### src/hdl/cfg_pkg.sv
// Functional notes
// Load ack latency timers into B0h[30:16].
// Load capability ID and next pointer.
// Load port 0 lane mode field.
// Load capability version and port type.
// Load USB port 1 and 2 PHY bytes.
// Load USB port 3 and 4 PHY bytes.
// Load device capability payload and latencies.
// Load captured slot power limit fields.
// Management port is slave only.
// Master reads and writes every RW register.
// Autoloadable read-only registers are also writable.
// Address is 1101 plus three strap bits.
// Clock and data are open two-way lines; the clock is only read here, its output enable is held released.
// Load replay time-out counters into B0h[12:0].
// Ignore and release on foreign addresses.
// Written fields act like loaded ones.
package cfg_pkg;
   // Configuration offsets of the registers held here.
   localparam logic [7:0] OFF_USB_PORT1_PHY  = 8'ha0;
   localparam logic [7:0] OFF_USB_PORT2_PHY  = 8'ha4;
   localparam logic [7:0] OFF_USB_PORT3_PHY  = 8'ha8;
   localparam logic [7:0] OFF_USB_PORT4_PHY  = 8'hac;
   localparam logic [7:0] OFF_ACK_REPLAY     = 8'hb0;
   localparam logic [7:0] OFF_LANE_SELECTION = 8'hc0;
   localparam logic [7:0] OFF_EXPRESS_CAP    = 8'he0;
   localparam logic [7:0] OFF_DEVICE_CAP     = 8'he4;
   // Storage slots; per-function slots add the function number.
   localparam int         SLOT_COUNT     = 14;
   localparam logic [3:0] SLOT_USB1      = 4'h0;
   localparam logic [3:0] SLOT_USB2      = 4'h1;
   localparam logic [3:0] SLOT_USB3      = 4'h2;
   localparam logic [3:0] SLOT_USB4      = 4'h3;
   localparam logic [3:0] SLOT_ACK       = 4'h4;
   localparam logic [3:0] SLOT_LANE      = 4'h7;
   localparam logic [3:0] SLOT_EXPCAP    = 4'h8;
   localparam logic [3:0] SLOT_DEVCAP    = 4'hb;
   localparam logic [31:0] CFG_RESET     = 32'h0000_0000;
   // Fixed upper bits of the management slave address.
   localparam logic [3:0] SMB_ADDR_HI    = 4'hd;
   localparam logic [2:0] SMB_LAST_DATA  = 3'h5;
   localparam logic [2:0] SMB_IDX_SAT    = 3'h6;
   localparam logic [3:0] BITS_PER_BYTE  = 4'h8;
   localparam int         FILTER_LEN     = 3;
   localparam logic [4:0] LOAD_LAST     = 5'd22;

   typedef enum logic [2:0] {
      ST_IDLE     = 3'b000,
      ST_ADDR     = 3'b001,
      ST_ADDR_ACK = 3'b011,
      ST_RX       = 3'b010,
      ST_RX_ACK   = 3'b110,
      ST_TX       = 3'b111,
      ST_TX_ACK   = 3'b101
   } smb_state_t;

   typedef enum logic [1:0] {
      AL_START = 2'b00,
      AL_FETCH = 2'b01,
      AL_APPLY = 2'b11,
      AL_DONE  = 2'b10
   } load_state_t;

   typedef struct packed {
      logic [7:0]  ee_addr;
      logic [3:0]  slot;
      logic [4:0]  shift;
      logic [15:0] mask;
   } load_step_t;

   // Autoload map: word address, slot, bit position and word mask.
   function automatic load_step_t load_step(input logic [4:0] i);
      unique case (i)
         5'd0:    load_step = '{8'ha0, 4'h4, 5'd0,  16'h1fff};
         5'd1:    load_step = '{8'ha2, 4'h5, 5'd0,  16'h1fff};
         5'd2:    load_step = '{8'ha4, 4'h6, 5'd0,  16'h1fff};
         5'd3:    load_step = '{8'hb0, 4'h4, 5'd16, 16'h7fff};
         5'd4:    load_step = '{8'hb2, 4'h5, 5'd16, 16'h7fff};
         5'd5:    load_step = '{8'hb4, 4'h6, 5'd16, 16'h7fff};
         5'd6:    load_step = '{8'hb8, 4'h8, 5'd0,  16'hffff};
         5'd7:    load_step = '{8'hba, 4'h9, 5'd0,  16'hffff};
         5'd8:    load_step = '{8'hbc, 4'ha, 5'd0,  16'hffff};
         5'd9:    load_step = '{8'hc0, 4'h7, 5'd0,  16'h007f};
         5'd10:   load_step = '{8'hc8, 4'h8, 5'd16, 16'h00ff};
         5'd11:   load_step = '{8'hca, 4'h9, 5'd16, 16'h00ff};
         5'd12:   load_step = '{8'hcc, 4'ha, 5'd16, 16'h00ff};
         5'd13:   load_step = '{8'hce, 4'h0, 5'd16, 16'h00ff};
         5'd14:   load_step = '{8'hce, 4'h1, 5'd8,  16'hff00};
         5'd15:   load_step = '{8'hd8, 4'hb, 5'd0,  16'h8fc7};
         5'd16:   load_step = '{8'hda, 4'hc, 5'd0,  16'h8fc7};
         5'd17:   load_step = '{8'hdc, 4'hd, 5'd0,  16'h8fc7};
         5'd18:   load_step = '{8'hde, 4'h2, 5'd16, 16'h00ff};
         5'd19:   load_step = '{8'hde, 4'h3, 5'd8,  16'hff00};
         5'd20:   load_step = '{8'he8, 4'hb, 5'd16, 16'h0ffc};
         5'd21:   load_step = '{8'hea, 4'hc, 5'd16, 16'h0ffc};
         5'd22:   load_step = '{8'hec, 4'hd, 5'd16, 16'h0ffc};
         default: load_step = '{8'h00, 4'h0, 5'd0,  16'h0000};
      endcase
   endfunction
endpackage

### src/hdl/line_if.sv
`timescale 1ns/1ps
interface line_if;
   logic raw;
   logic level;
   logic rise;
   logic fall;
   modport filt (input raw, output level, rise, fall);
   modport user (output raw, input level, rise, fall);
endinterface

### src/hdl/cfg_autoload_smbus_access.sv
`timescale 1ns/1ps
module cfg_autoload_smbus_access
   import cfg_pkg::*;
(
   input  wire logic        ref_clk_i,                // Core clock.
   input  wire logic        rstn_i,                   // Async reset, low.
   input  wire logic [2:0]  addr_strap_i,             // Address straps.
   input  wire logic        scl_i,                    // Clock line level.
   output logic             scl_o,                    // Clock drive value.
   output logic             scl_oen_o,                // Low drives clock.
   input  wire logic        mgmt_serial_data_pin_i,   // Data line level.
   output logic             mgmt_serial_data_pin_o,   // Data drive value.
   output logic             mgmt_serial_data_pin_oen_o, // Low drives data.
   input  wire logic        ee_present_i,             // EEPROM fitted.
   output logic             ee_req_o,                 // Word fetch request.
   output logic [7:0]       ee_addr_o,                // Word byte address.
   input  wire logic        ee_ack_i,                 // Word valid pulse.
   input  wire logic [15:0] ee_data_i,                // Fetched word.
   output logic             autoload_done_o,          // Autoload finished.
   input  wire logic [1:0]  cfg_func_i,               // Core read function.
   input  wire logic [7:0]  cfg_off_i,                // Core read offset.
   output logic [31:0]      cfg_rdata_o               // Core read data.
);
   line_if scl_line ();
   line_if sda_line ();

   logic [31:0]  cfg_r [SLOT_COUNT];
   logic [2:0]   strap_r;
   logic         strap_taken_r;
   logic [6:0]   my_addr;
   logic         start_det;
   logic         stop_det;

   smb_state_t   smb_state_r;
   logic [3:0]   bit_cnt_r;
   logic [7:0]   shreg_r;
   logic         rw_r;
   logic         nack_r;
   logic [2:0]   byte_idx_r;
   logic [1:0]   smb_func_r;
   logic [7:0]   smb_off_r;
   logic [31:0]  smb_wdata_r;
   logic         smb_wr_r;
   logic [31:0]  rd_word_r;
   logic         sda_oen_r;
   logic         drive_val_r;
   logic         scl_oen_r;
   logic [4:0]   smb_slot;
   logic [31:0]  smb_rd_word;
   logic         smb_hit;
   logic [1:0]   next_idx;
   logic [7:0]   next_byte;

   load_state_t  al_state_r;
   logic [4:0]   al_idx_r;
   logic [15:0]  al_word_r;
   logic         ee_req_r;
   logic [7:0]   ee_addr_r;
   logic         done_r;
   load_step_t   step;
   load_step_t   next_step;

   logic         wr_en;
   logic [3:0]   wr_slot;
   logic [31:0]  wr_data;
   logic [31:0]  wr_mask;
   logic [4:0]   core_slot;
   logic [31:0]  cfg_rdata_r;

   // Maps a function and offset to a storage slot; bit 4 marks a hit.
   function automatic logic [4:0] slot_of(input logic [1:0] f,
                                          input logic [7:0] off);
      logic [3:0] fx;
      fx = {2'b00, f};
      case (off)
         OFF_USB_PORT1_PHY:  slot_of = {1'b1, SLOT_USB1};
         OFF_USB_PORT2_PHY:  slot_of = {1'b1, SLOT_USB2};
         OFF_USB_PORT3_PHY:  slot_of = {1'b1, SLOT_USB3};
         OFF_USB_PORT4_PHY:  slot_of = {1'b1, SLOT_USB4};
         OFF_ACK_REPLAY:     slot_of = {f != 2'd3, SLOT_ACK + fx};
         OFF_LANE_SELECTION: slot_of = {f == 2'd0, SLOT_LANE};
         OFF_EXPRESS_CAP:    slot_of = {f != 2'd3, SLOT_EXPCAP + fx};
         OFF_DEVICE_CAP:     slot_of = {f != 2'd3, SLOT_DEVCAP + fx};
         default:            slot_of = 5'h00;
      endcase
   endfunction

   assign scl_line.raw = scl_i;
   assign sda_line.raw = mgmt_serial_data_pin_i;

   line_filter u_scl_filter
   (
      .ref_clk_i (ref_clk_i),
      .rstn_i    (rstn_i),
      .line      (scl_line.filt)
   );

   line_filter u_sda_filter
   (
      .ref_clk_i (ref_clk_i),
      .rstn_i    (rstn_i),
      .line      (sda_line.filt)
   );

   // strap capture
   always_ff @(posedge ref_clk_i or negedge rstn_i)
   begin
      if (!rstn_i)
      begin
         strap_r       <= 3'h0;
         strap_taken_r <= 1'b0;
      end
      else if (!strap_taken_r)
      begin
         strap_r       <= addr_strap_i;
         strap_taken_r <= 1'b1;
      end
   end

   assign my_addr   = {SMB_ADDR_HI, strap_r};
   assign start_det = sda_line.fall & scl_line.level;
   assign stop_det  = sda_line.rise & scl_line.level;

   assign smb_slot    = slot_of(smb_func_r, smb_off_r);
   assign smb_rd_word = smb_slot[4] ? cfg_r[smb_slot[3:0]] : 32'h0;
   assign smb_hit     = smb_wr_r & smb_slot[4];
   assign next_idx    = byte_idx_r[1:0] + 2'd1;
   assign next_byte   = rd_word_r[8*next_idx +: 8];

   // slave-only transfer engine, it never drives a start
   always_ff @(posedge ref_clk_i or negedge rstn_i)
   begin
      if (!rstn_i)
      begin
         smb_state_r <= ST_IDLE;
         bit_cnt_r   <= 4'h0;
         shreg_r     <= 8'h00;
         rw_r        <= 1'b0;
         nack_r      <= 1'b0;
         byte_idx_r  <= 3'h0;
         smb_func_r  <= 2'h0;
         smb_off_r   <= 8'h00;
         smb_wdata_r <= 32'h0;
         smb_wr_r    <= 1'b0;
         rd_word_r   <= 32'h0;
         sda_oen_r   <= 1'b1;
      end
      else
      begin
         smb_wr_r <= 1'b0;
         if (stop_det)
         begin
            smb_state_r <= ST_IDLE;
            sda_oen_r   <= 1'b1;
         end
         else if (start_det)
         begin
            smb_state_r <= ST_ADDR;
            bit_cnt_r   <= 4'h0;
            byte_idx_r  <= 3'h0;
            sda_oen_r   <= 1'b1;
         end
         else
         begin
            unique case (smb_state_r)
               ST_IDLE:
                  sda_oen_r <= 1'b1;
               ST_ADDR, ST_RX:
                  if (scl_line.rise)
                  begin
                     shreg_r   <= {shreg_r[6:0], sda_line.level};
                     bit_cnt_r <= bit_cnt_r + 4'h1;
                  end
                  else if (scl_line.fall && bit_cnt_r == BITS_PER_BYTE)
                  begin
                     bit_cnt_r <= 4'h0;
                     if (smb_state_r == ST_ADDR)
                     begin
                        // foreign address is left alone
                        if (shreg_r[7:1] == my_addr)
                        begin
                           rw_r        <= shreg_r[0];
                           sda_oen_r   <= 1'b0;
                           smb_state_r <= ST_ADDR_ACK;
                        end
                        else
                           smb_state_r <= ST_IDLE;
                     end
                     else
                     begin
                        sda_oen_r   <= 1'b0;
                        smb_state_r <= ST_RX_ACK;
                        if (byte_idx_r < SMB_IDX_SAT)
                           byte_idx_r <= byte_idx_r + 3'h1;
                        case (byte_idx_r)
                           3'h0:    smb_func_r <= shreg_r[1:0];
                           3'h1:    smb_off_r  <= shreg_r;
                           3'h6:    smb_wdata_r <= smb_wdata_r;
                           default: smb_wdata_r <= {shreg_r,
                                                    smb_wdata_r[31:8]};
                        endcase
                        // commit on the fourth data byte
                        if (byte_idx_r == SMB_LAST_DATA)
                           smb_wr_r <= 1'b1;
                     end
                  end
               ST_ADDR_ACK:
                  if (scl_line.fall)
                  begin
                     bit_cnt_r <= 4'h0;
                     if (rw_r)
                     begin
                        rd_word_r   <= smb_rd_word;
                        shreg_r     <= smb_rd_word[7:0];
                        sda_oen_r   <= smb_rd_word[7];
                        smb_state_r <= ST_TX;
                     end
                     else
                     begin
                        sda_oen_r   <= 1'b1;
                        smb_state_r <= ST_RX;
                     end
                  end
               ST_RX_ACK:
                  if (scl_line.fall)
                  begin
                     sda_oen_r   <= 1'b1;
                     smb_state_r <= ST_RX;
                  end
               ST_TX:
                  if (scl_line.rise)
                     bit_cnt_r <= bit_cnt_r + 4'h1;
                  else if (scl_line.fall)
                  begin
                     if (bit_cnt_r == BITS_PER_BYTE)
                     begin
                        bit_cnt_r   <= 4'h0;
                        sda_oen_r   <= 1'b1;
                        smb_state_r <= ST_TX_ACK;
                     end
                     else
                     begin
                        sda_oen_r <= shreg_r[6];
                        shreg_r   <= {shreg_r[6:0], 1'b0};
                     end
                  end
               ST_TX_ACK:
                  if (scl_line.rise)
                     nack_r <= sda_line.level;
                  else if (scl_line.fall)
                  begin
                     if (nack_r)
                        smb_state_r <= ST_IDLE;
                     else
                     begin
                        byte_idx_r  <= {1'b0, next_idx};
                        shreg_r     <= next_byte;
                        sda_oen_r   <= next_byte[7];
                        smb_state_r <= ST_TX;
                     end
                  end
               default:
                  smb_state_r <= ST_IDLE;
            endcase
         end
      end
   end

   // open lines, the clock is never held low
   always_ff @(posedge ref_clk_i or negedge rstn_i)
   begin
      if (!rstn_i)
      begin
         drive_val_r <= 1'b0;
         scl_oen_r   <= 1'b1;
      end
      else
      begin
         drive_val_r <= 1'b0;
         scl_oen_r   <= 1'b1;
      end
   end

   // Autoload sequencer: one EEPROM word per step.
   always_ff @(posedge ref_clk_i or negedge rstn_i)
   begin
      if (!rstn_i)
      begin
         al_state_r <= AL_START;
         al_idx_r   <= 5'd0;
         al_word_r  <= 16'h0;
         ee_req_r   <= 1'b0;
         ee_addr_r  <= 8'h00;
         done_r     <= 1'b0;
      end
      else
      begin
         unique case (al_state_r)
            AL_START:
               if (ee_present_i)
               begin
                  ee_req_r   <= 1'b1;
                  ee_addr_r  <= step.ee_addr;
                  al_state_r <= AL_FETCH;
               end
               else
               begin
                  done_r     <= 1'b1;
                  al_state_r <= AL_DONE;
               end
            AL_FETCH:
               if (ee_ack_i)
               begin
                  ee_req_r   <= 1'b0;
                  al_word_r  <= ee_data_i;
                  al_state_r <= AL_APPLY;
               end
            AL_APPLY:
               // A management write in the same cycle goes first.
               if (!smb_hit)
               begin
                  if (al_idx_r == LOAD_LAST)
                  begin
                     done_r     <= 1'b1;
                     al_state_r <= AL_DONE;
                  end
                  else
                  begin
                     al_idx_r   <= al_idx_r + 5'd1;
                     ee_req_r   <= 1'b1;
                     ee_addr_r  <= next_step.ee_addr;
                     al_state_r <= AL_FETCH;
                  end
               end
            AL_DONE:
               done_r <= 1'b1;
         endcase
      end
   end

   // Single write port shared by the management port and autoload.
   always_comb
   begin
      step    = load_step(al_idx_r);
      next_step = load_step(al_idx_r + 5'd1);
      wr_en   = 1'b0;
      wr_slot = 4'h0;
      wr_data = 32'h0;
      wr_mask = 32'h0;
      // read-only fields take management writes too
      if (smb_hit)
      begin
         wr_en   = 1'b1;
         wr_slot = smb_slot[3:0];
         wr_data = smb_wdata_r;
         wr_mask = 32'hffff_ffff;
      end
      // R2: R3: R4: R5: R6: R7: R8: R14: fields from the map
      else if (al_state_r == AL_APPLY)
      begin
         wr_en   = 1'b1;
         wr_slot = step.slot;
         wr_mask = {16'h0, step.mask} << step.shift;
         wr_data = {16'h0, al_word_r & step.mask} << step.shift;
      end
   end

   // both sources land in the same storage
   always_ff @(posedge ref_clk_i or negedge rstn_i)
   begin
      if (!rstn_i)
      begin
         for (int i = 0; i < SLOT_COUNT; i++)
            cfg_r[i] <= CFG_RESET;
      end
      else if (wr_en)
         cfg_r[wr_slot] <= (cfg_r[wr_slot] & ~wr_mask) | (wr_data & wr_mask);
   end

   assign core_slot = slot_of(cfg_func_i, cfg_off_i);

   always_ff @(posedge ref_clk_i or negedge rstn_i)
   begin
      if (!rstn_i)
         cfg_rdata_r <= 32'h0;
      else
         cfg_rdata_r <= core_slot[4] ? cfg_r[core_slot[3:0]] : 32'h0;
   end

   assign scl_o                      = drive_val_r;
   assign scl_oen_o                  = scl_oen_r;
   assign mgmt_serial_data_pin_o     = drive_val_r;
   assign mgmt_serial_data_pin_oen_o = sda_oen_r;
   assign ee_req_o                   = ee_req_r;
   assign ee_addr_o                  = ee_addr_r;
   assign autoload_done_o            = done_r;
   assign cfg_rdata_o                = cfg_rdata_r;
endmodule

### src/hdl/line_filter.sv
`timescale 1ns/1ps
module line_filter
   import cfg_pkg::*;
(
   input  wire logic ref_clk_i,   // Core clock.
   input  wire logic rstn_i,      // Asynchronous reset, active low.
   line_if.filt      line         // Raw line in, clean level and edges out.
);
   logic [FILTER_LEN-1:0] hist_r;
   logic                  level_r;
   logic                  rise_r;
   logic                  fall_r;

   always_ff @(posedge ref_clk_i or negedge rstn_i)
   begin
      if (!rstn_i)
      begin
         hist_r  <= '1;
         level_r <= 1'b1;
         rise_r  <= 1'b0;
         fall_r  <= 1'b0;
      end
      else
      begin
         hist_r <= {hist_r[FILTER_LEN-2:0], line.raw};
         rise_r <= (&hist_r) & ~level_r;
         fall_r <= ~(|hist_r) & level_r;
         // The level moves only after a run of equal samples.
         if (&hist_r)
            level_r <= 1'b1;
         else if (~(|hist_r))
            level_r <= 1'b0;
      end
   end

   assign line.level = level_r;
   assign line.rise  = rise_r;
   assign line.fall  = fall_r;
endmodule

### config.mk
export PLATFORM = sky130hd
export DESIGN_NAME = cfg_autoload_smbus_access
export DESIGN_NICKNAME = d
export VERILOG_FILES = /design/src/hdl/cfg_pkg.sv /design/src/hdl/line_if.sv /design/src/hdl/cfg_autoload_smbus_access.sv /design/src/hdl/line_filter.sv
export SDC_FILE = /design/constraint.sdc
export NUM_CORES = 2
export LEC_CHECK = 0
export BUFFER_PORTS_ARGS = -buffer_cell sky130_fd_sc_hd__buf_2
export CELL_PAD_IN_SITES_DETAIL_PLACEMENT = 1
export CELL_PAD_IN_SITES_GLOBAL_PLACEMENT = 1
export CORE_MARGIN = 2
export CORE_UTILIZATION = 45
export CTS_BUF_LIST = sky130_fd_sc_hd__clkbuf_4 sky130_fd_sc_hd__clkbuf_8
export DETAILED_ROUTE_END_ITERATION = 6
export PLACE_DENSITY = 0.81
export SYNTH_ARGS = -nofsm -noshare
export SYNTH_HDL_FRONTEND = slang
export SYNTH_SLANG_ARGS = --single-unit
### constraint.sdc
create_clock -name ref_clk_i -period 3.8 [get_ports ref_clk_i]
set_clock_uncertainty 0.05 [all_clocks]
set_input_delay 0.76 -clock ref_clk_i [delete_from_list [all_inputs] [get_ports ref_clk_i]]
set_output_delay 0.76 -clock ref_clk_i [all_outputs]
set_load 0.02 [all_outputs]
After elaboration in Yosys (flattened, before gate mapping)
Memories as Yosys holds them, arrays and structs flattened. Index checks and enable logic that the tools add are counted.

Output and inout port bits: 46. Memories kept: 2. Memory bits (read-only): 1856. Bits of input ports: 35. Bits in registers: 625. Logic and storage cells: 311.

Bitwise logic cells: 26. Magnitude comparators: 5. Shift operators: 3. Equality and inequality tests: 73. Reduce and logical (&&, ||, !) cells: 37. Muxes and demuxes: 112. Add/sub/neg operators: 10.

Memories: (no name shown) (words 32, bits a word 29, read ports 1, clocked after memory_dff 0, wr ports 0, line cfg_pkg.sv:73) `unique case (i)`; (no name shown) (words 32, bits a word 29, read ports 1, clocked after memory_dff 0, wr ports 0, line cfg_pkg.sv:73).

Operators with widths (count): $bwmux W448 (1); $mux W32 (13); $bmux W32 S4 (3); $demux W32 S4 (1); $eq A8 B8 Y1 const B (16); $mux W8 (12); $pmux W5 S8 (2); $mux W3 (22); $and A32 B32 Y32 (2); $shl A16 B5 Y32 (2); $mux W4 (9); $mux W1 (35); $not A32 Y32 (1); $or A32 B32 Y32 (1); $pmux W8 S4 (1); $shiftx A32 B6 Y8 (1); $reduce_and A7 Y1 (4); $ne A2 B2 Y1 const B (13); $ne A4 B3 Y1 const B (6); $ne A4 B4 Y1 const B (6); $ne A3 B3 Y1 const B (7); $pmux W3 S6 (1); $add A4 B2 Y4 const A (4); $and A16 B16 Y16 (1); 48 further kinds (102).

Logic depth before layout (Yosys ltp)
Depth in word-level cells: 12. Mapped depth: 19. Depth with buffers taken out: 12.

Hierarchy
A second synthesis with hierarchy kept.

Cell total of the unflattened synthesis: 4839. Area total of the unflattened synthesis: 38320.5 µm².

Modules (own cells, without submodules): cfg_autoload_smbus_access (sequential area each 15315.9 µm², area an instance 37915.1 µm², instances 1, cells an instance 4813); line_filter (sequential area each 155.1 µm², area an instance 202.7 µm², instances 2, cells an instance 13).

Worst setup path after synthesis
No wires, ideal clock.

Path kind: register to register. Start point: register al_idx_r[1]. End point: register cfg_r[12] in the netlist's numbering. Path buffers: 5. Cell stages (with the launch flop): 17. Setup slack: -0.406 ns. Arrival: 4.019 ns. Required time: 3.613 ns. Library setup time: 0.137 ns. Path through: dfrtp_1 > clkbuf_1 > inv_1 > ha_1 > mux2_2 > o22ai_1 > o21ai_1 > mux2i_1 > buf_4 > buf_8 > buf_2 > mux2i_1 > o22ai_1 > or4_1 > a222oi_1 > buf_2 > a21oi_1.

Word-level cells in the longest chain between the ends: 10. Elaborated cells on any way between the ends: 24. Those cells by class: order compare (2); shift (2); mux (12); bitwise (6); reduce/logical (1); memory (1).

Ends and longest elaborated chain: start, declared (line cfg_autoload_smbus_access.sv:55) `logic [4:0] al_idx_r;`; start signal, assigned (line cfg_autoload_smbus_access.sv:329) `al_idx_r <= al_idx_r + 5'd1;`; $mem_v2 Z32 W29 (*); $mux W4 (line cfg_autoload_smbus_access.sv:359) `else if (al_state_r == AL_APPLY)`; $mux W4 (line cfg_autoload_smbus_access.sv:351) `if (smb_hit)`; $not A4 Y5 (line cfg_autoload_smbus_access.sv:377) `cfg_r[wr_slot] <= (cfg_r[wr_slot] & ~wr_mask) | (wr_data & wr_mask);`; $bmux W32 S4 (line cfg_autoload_smbus_access.sv:377); $mux W32 (implied by the code) (2 in a row) (line cfg_autoload_smbus_access.sv:377); $and A32 B32 Y32 (line cfg_autoload_smbus_access.sv:377); $or A32 B32 Y32 (line cfg_autoload_smbus_access.sv:377); $bwmux W448 (*) (line cfg_autoload_smbus_access.sv:377); end signal, assigned by index (line cfg_autoload_smbus_access.sv:377); end, declared (line cfg_autoload_smbus_access.sv:27) `logic [31:0] cfg_r [SLOT_COUNT];`.

Mark *: on every way between the ends. The rest lies on a longest branch, timed or not. The select of a mux whose other input is x is not followed. A chain may end at the register's enable or synchronous reset.

Final worst setup path
Start point: register smb_func_r[0]. End point: register cfg_r[407] in the netlist's numbering.

Word-level cells in the longest chain between the ends: 11. Elaborated cells on any way between the ends: 25. Those cells by class: add/sub (3); order compare (2); eq/ne (1); mux (11); bitwise (6); reduce/logical (2).

Ends and longest elaborated chain: start, declared (line cfg_autoload_smbus_access.sv:40) `logic [1:0] smb_func_r;`; start signal, assigned (line cfg_autoload_smbus_access.sv:196) `3'h0: smb_func_r <= shreg_r[1:0];`; parallel branches: the longest is 1 deep, another holds $add A4 B2 Y4; $pmux W5 S8 (*) (line cfg_autoload_smbus_access.sv:75) `case (off)`; $and A1 B1 Y1 (line cfg_autoload_smbus_access.sv:126) `assign smb_hit = smb_wr_r & smb_slot[4];`; $mux W4 (line cfg_autoload_smbus_access.sv:351); $not A4 Y5 (line cfg_autoload_smbus_access.sv:377); $bmux W32 S4 (line cfg_autoload_smbus_access.sv:377); $mux W32 (implied by the code) (2 in a row) (line cfg_autoload_smbus_access.sv:377); $and A32 B32 Y32 (line cfg_autoload_smbus_access.sv:377); $or A32 B32 Y32 (line cfg_autoload_smbus_access.sv:377); $bwmux W448 (line cfg_autoload_smbus_access.sv:377).

Every way passes the cells marked *. The select of a mux whose other input is x is not followed.

==> run metrics <==
outcome complete, but fails checks; failing checks DRC, setup timing; vias in the first global route 42600; row count 106; gr usage total 40.85%; vias per inst 6.855; slack of the worst reg-to-reg path -290 ps; final worst setup slack -293.7 ps; Switch Pwr about 0.020 W; Die Y roughly 290 um; Routed Antenna Nets 0; sw frac roughly 47%; Initial Util 45.34%; Pleak around 20 nW; worst setup path class register to register; Worst Tran Pin Value approximately 1200 ps; layout cell share with drive strength beyond 1 21.67%; crit end category register; Clk Latency, worst-skew pair 860 ps; EDFF count, synth 0; Worst EP arrival between 4000 and 5000 ps; Sink Count ~620; total grt overflow 0; Synth Warn # 0; most common flop cell mapped by yosys dfrtp_1; clock root cell clkbuf_8; CTS max path bufs 3; largest net degree at the start of global routing 89; Synth top area share 40.69%; GPL Wtd Cong 0.9865; Post-synth top cells nand2_1, dfrtp_1, nor2_1, clkbuf_1, a21oi_1; cts bufs inserted 113; Area Growth Syn to Fin 24.54%; Netlist cell types 86; Post-Syn Area 0.03782 mm2; sequential share of power 26.4%; Peak Freq between 200 and 250 MHz; worst hold slack between 80 and 90 ps; via count 42940; Slew headroom 17.13%; Max VDD drop 0.6539 mV; Final setup viols 300; fin crit share 107.7%; P per Cell Area approximately 920 mW/mm2; DRC 1; fin. max-slew vios 0; wirelength, routed 187.2 mm; Critical Path Start Type register; syn avg cell area 7.906 um2; most frequent cell after synthesis nand2_1; CTS tree yes; Comb pwr share around 56%; DR iter-0 viols approximately 5600; first-pass GRT wire length 267.6 mm; clk slew on worst S/H paths 70 ps; largest area contributor in the netlist dfrtp_1; critical path required time between 4000 and 5000 ps; # Max-Cap Violations 0; initial antenna violation count 13; cell internal pwr 0.02304 W; total die area 0.08639 mm2; RSZ-0062 raised after global routing true; min-delay worst type input pin to register; Crit Path Max Fanout 34; core area 0.08342 mm2; port buffer count 76; clock power share 17.8%; ranking of synthesized cells by area dfrtp_1, nand2_1, mux2i_1; Post-synth ARST share 100.0%; post-synthesis sequential area ratio 41.31%; Max H-tree Level 3; pre-CTS setup slack -281.4 ps; #FFs+latches synth approximately 620; io pins 81; DR WL/cell 29.88 um; drt first pass iters 7; Mapped Cells roughly 4800; final net count 5137; Die W 293.9 um; dpl hpwl 117.4 mm; Final Hold Fails 0; Period minus WS final 4094 ps
[worst paths after layout]
path	startpoint	to	cells past startpoint
hold / removal	addr_strap_i[1]	strap_r[1]	2
setup reg to reg	smb_func_r[0]	cfg_r[407]	13
hold reg to reg	u_scl_filter.hist_r[1]	u_scl_filter.hist_r[2]	0
min in group asynchronous	rstn_i	cfg_r[299]	2
setup / recovery	smb_func_r[0]	cfg_r[407]	13
max in group asynchronous	rstn_i	cfg_r[429]	3
[repair_timing]
item,in CTS,in global routing
cloned,2,11
endpoints found under the setup margin,448,422
hold endpoints to repair,51,0
resized for setup,46,176
pin swaps,13,55
setup buffers,22,24
hold buffers,3,0
[critical path, cell delays in order (launching register included)]
cell       delay (ps)
dfrtp_1           380
ha_2              190
or3b_4            400
a2111oi_4         330
buf_4             190
a21oi_4            50
buf_6             140
buf_4             270
nand2_1           390
nor2_1            190
a21oi_1           740
o21a_2            350
buf_12            140
a21oi_1            80
[layout make-up]
| class | count | area [um2] |
|---|---|---|
| Antenna cell | 10 | 25.02 |
| Clock buffer | 180 | 2296 |
| Clock inverter | 30 | 387.9 |
| Fill cell | 9870 | 36320 |
| Inverter | 64 | 240.2 |
| Multi-Input combinational cell | 3673 | 21120 |
| Sequential cell | 624 | 15630 |
| Tap cell | 1080 | 1351 |
| Timing Repair Buffer | 603 | 6063 |
[cells by family (layout without fill, tap and decap cells)]
family          Yosys count  count (layout)  share of synthesized area [%]
flops                   624             624                          41.31
simple gates           2164            2164                          24.13
other cells               2              15                        0.01986
xor+xnor                 14              14                         0.3242
compound gates         1204            1205                          20.19
mux                     262             262                          7.526
fa+ha+maj                23              23                         0.7608
buf+inv                 491             877                          5.743
[layer usage]
layer	track usage, %	routed length, um	up-vias
li1	-	-	17490
met1	51.24	66920	21110
met2	60.54	79830	3194
met3	12.18	24660	1132
met4	27.94	15610	10
met5	0	164	-
[metrics by stage]
| step | instances | utilization, % | area [um2] | total power (W) | setup TNS, ps |
|---|---|---|---|---|---|
| 3_3_place_gp | 5983 | 51.28 | 42780 | 0.03049 | -38040 |
| 6_report | 6264 | 56.47 | 47110 | 0.04322 | -23740 |
| 5_1_grt | 6255 | 56.44 | 47080 | 0.04466 | -40900 |
| 2_1_floorplan | 4787 | - | 37970 | 0.02217 | -2785 |
| 3_5_place_dp | 5983 | 51.28 | 42780 | 0.03132 | -65110 |
| 4_1_cts | 6220 | 55.12 | 45980 | 0.03978 | -41.75 |
[power groups by stage]
stage | logic [W] | registers (W) | clock network [W]
after global placement | 0.0194 | 0.0111 | 0
after global routing | 0.0251 | 0.0116 | 0.00797
after CTS | 0.0210 | 0.0112 | 0.00765
after detailed placement | 0.0201 | 0.0112 | 0
after floorplan | 0.0118 | 0.0104 | 0
final | 0.0241 | 0.0114 | 0.00769
[sequential cells by signal (all words and copies together), names as in the netlist, 4 cells and up]
register     flops
al_idx_r         5
al_word_r       16
bit_cnt_r        4
cfg_r          448
cfg_rdata_o     32
ee_addr_o        7
rd_word_r       32
shreg_r          8
smb_off_r        8
smb_wdata_r     32
[layout by cell type (no fill, tap or decap), drive strengths merged, types with 9 or more instances in the layout]
cell type	netlist	final
and3	66	66
mux2	79	79
nand3	268	268
diode	0	10
buf	112	591
a22o	10	10
a211oi	37	37
nor2	366	366
nand2	1251	1251
dfrtp	615	615
o211ai	39	39
a221oi	28	28
nor3	86	86
o31ai	23	23
a22oi	19	19
a311oi	94	94
a31oi	154	154
xnor2	10	10
inv	64	70
mux2i	173	173
ha	23	23
dfstp	9	9
a21oi	308	308
nand2b	20	20
clkinv	0	14
and2	18	18
nor4	22	22
a2bb2oi	11	11
a21o	12	12
or4	10	10
o22ai	91	91
nor2b	19	19
o21ai	309	309
mux4	10	10
clkbuf	315	189
No activity file was read; power rests on OpenSTA's default activity.
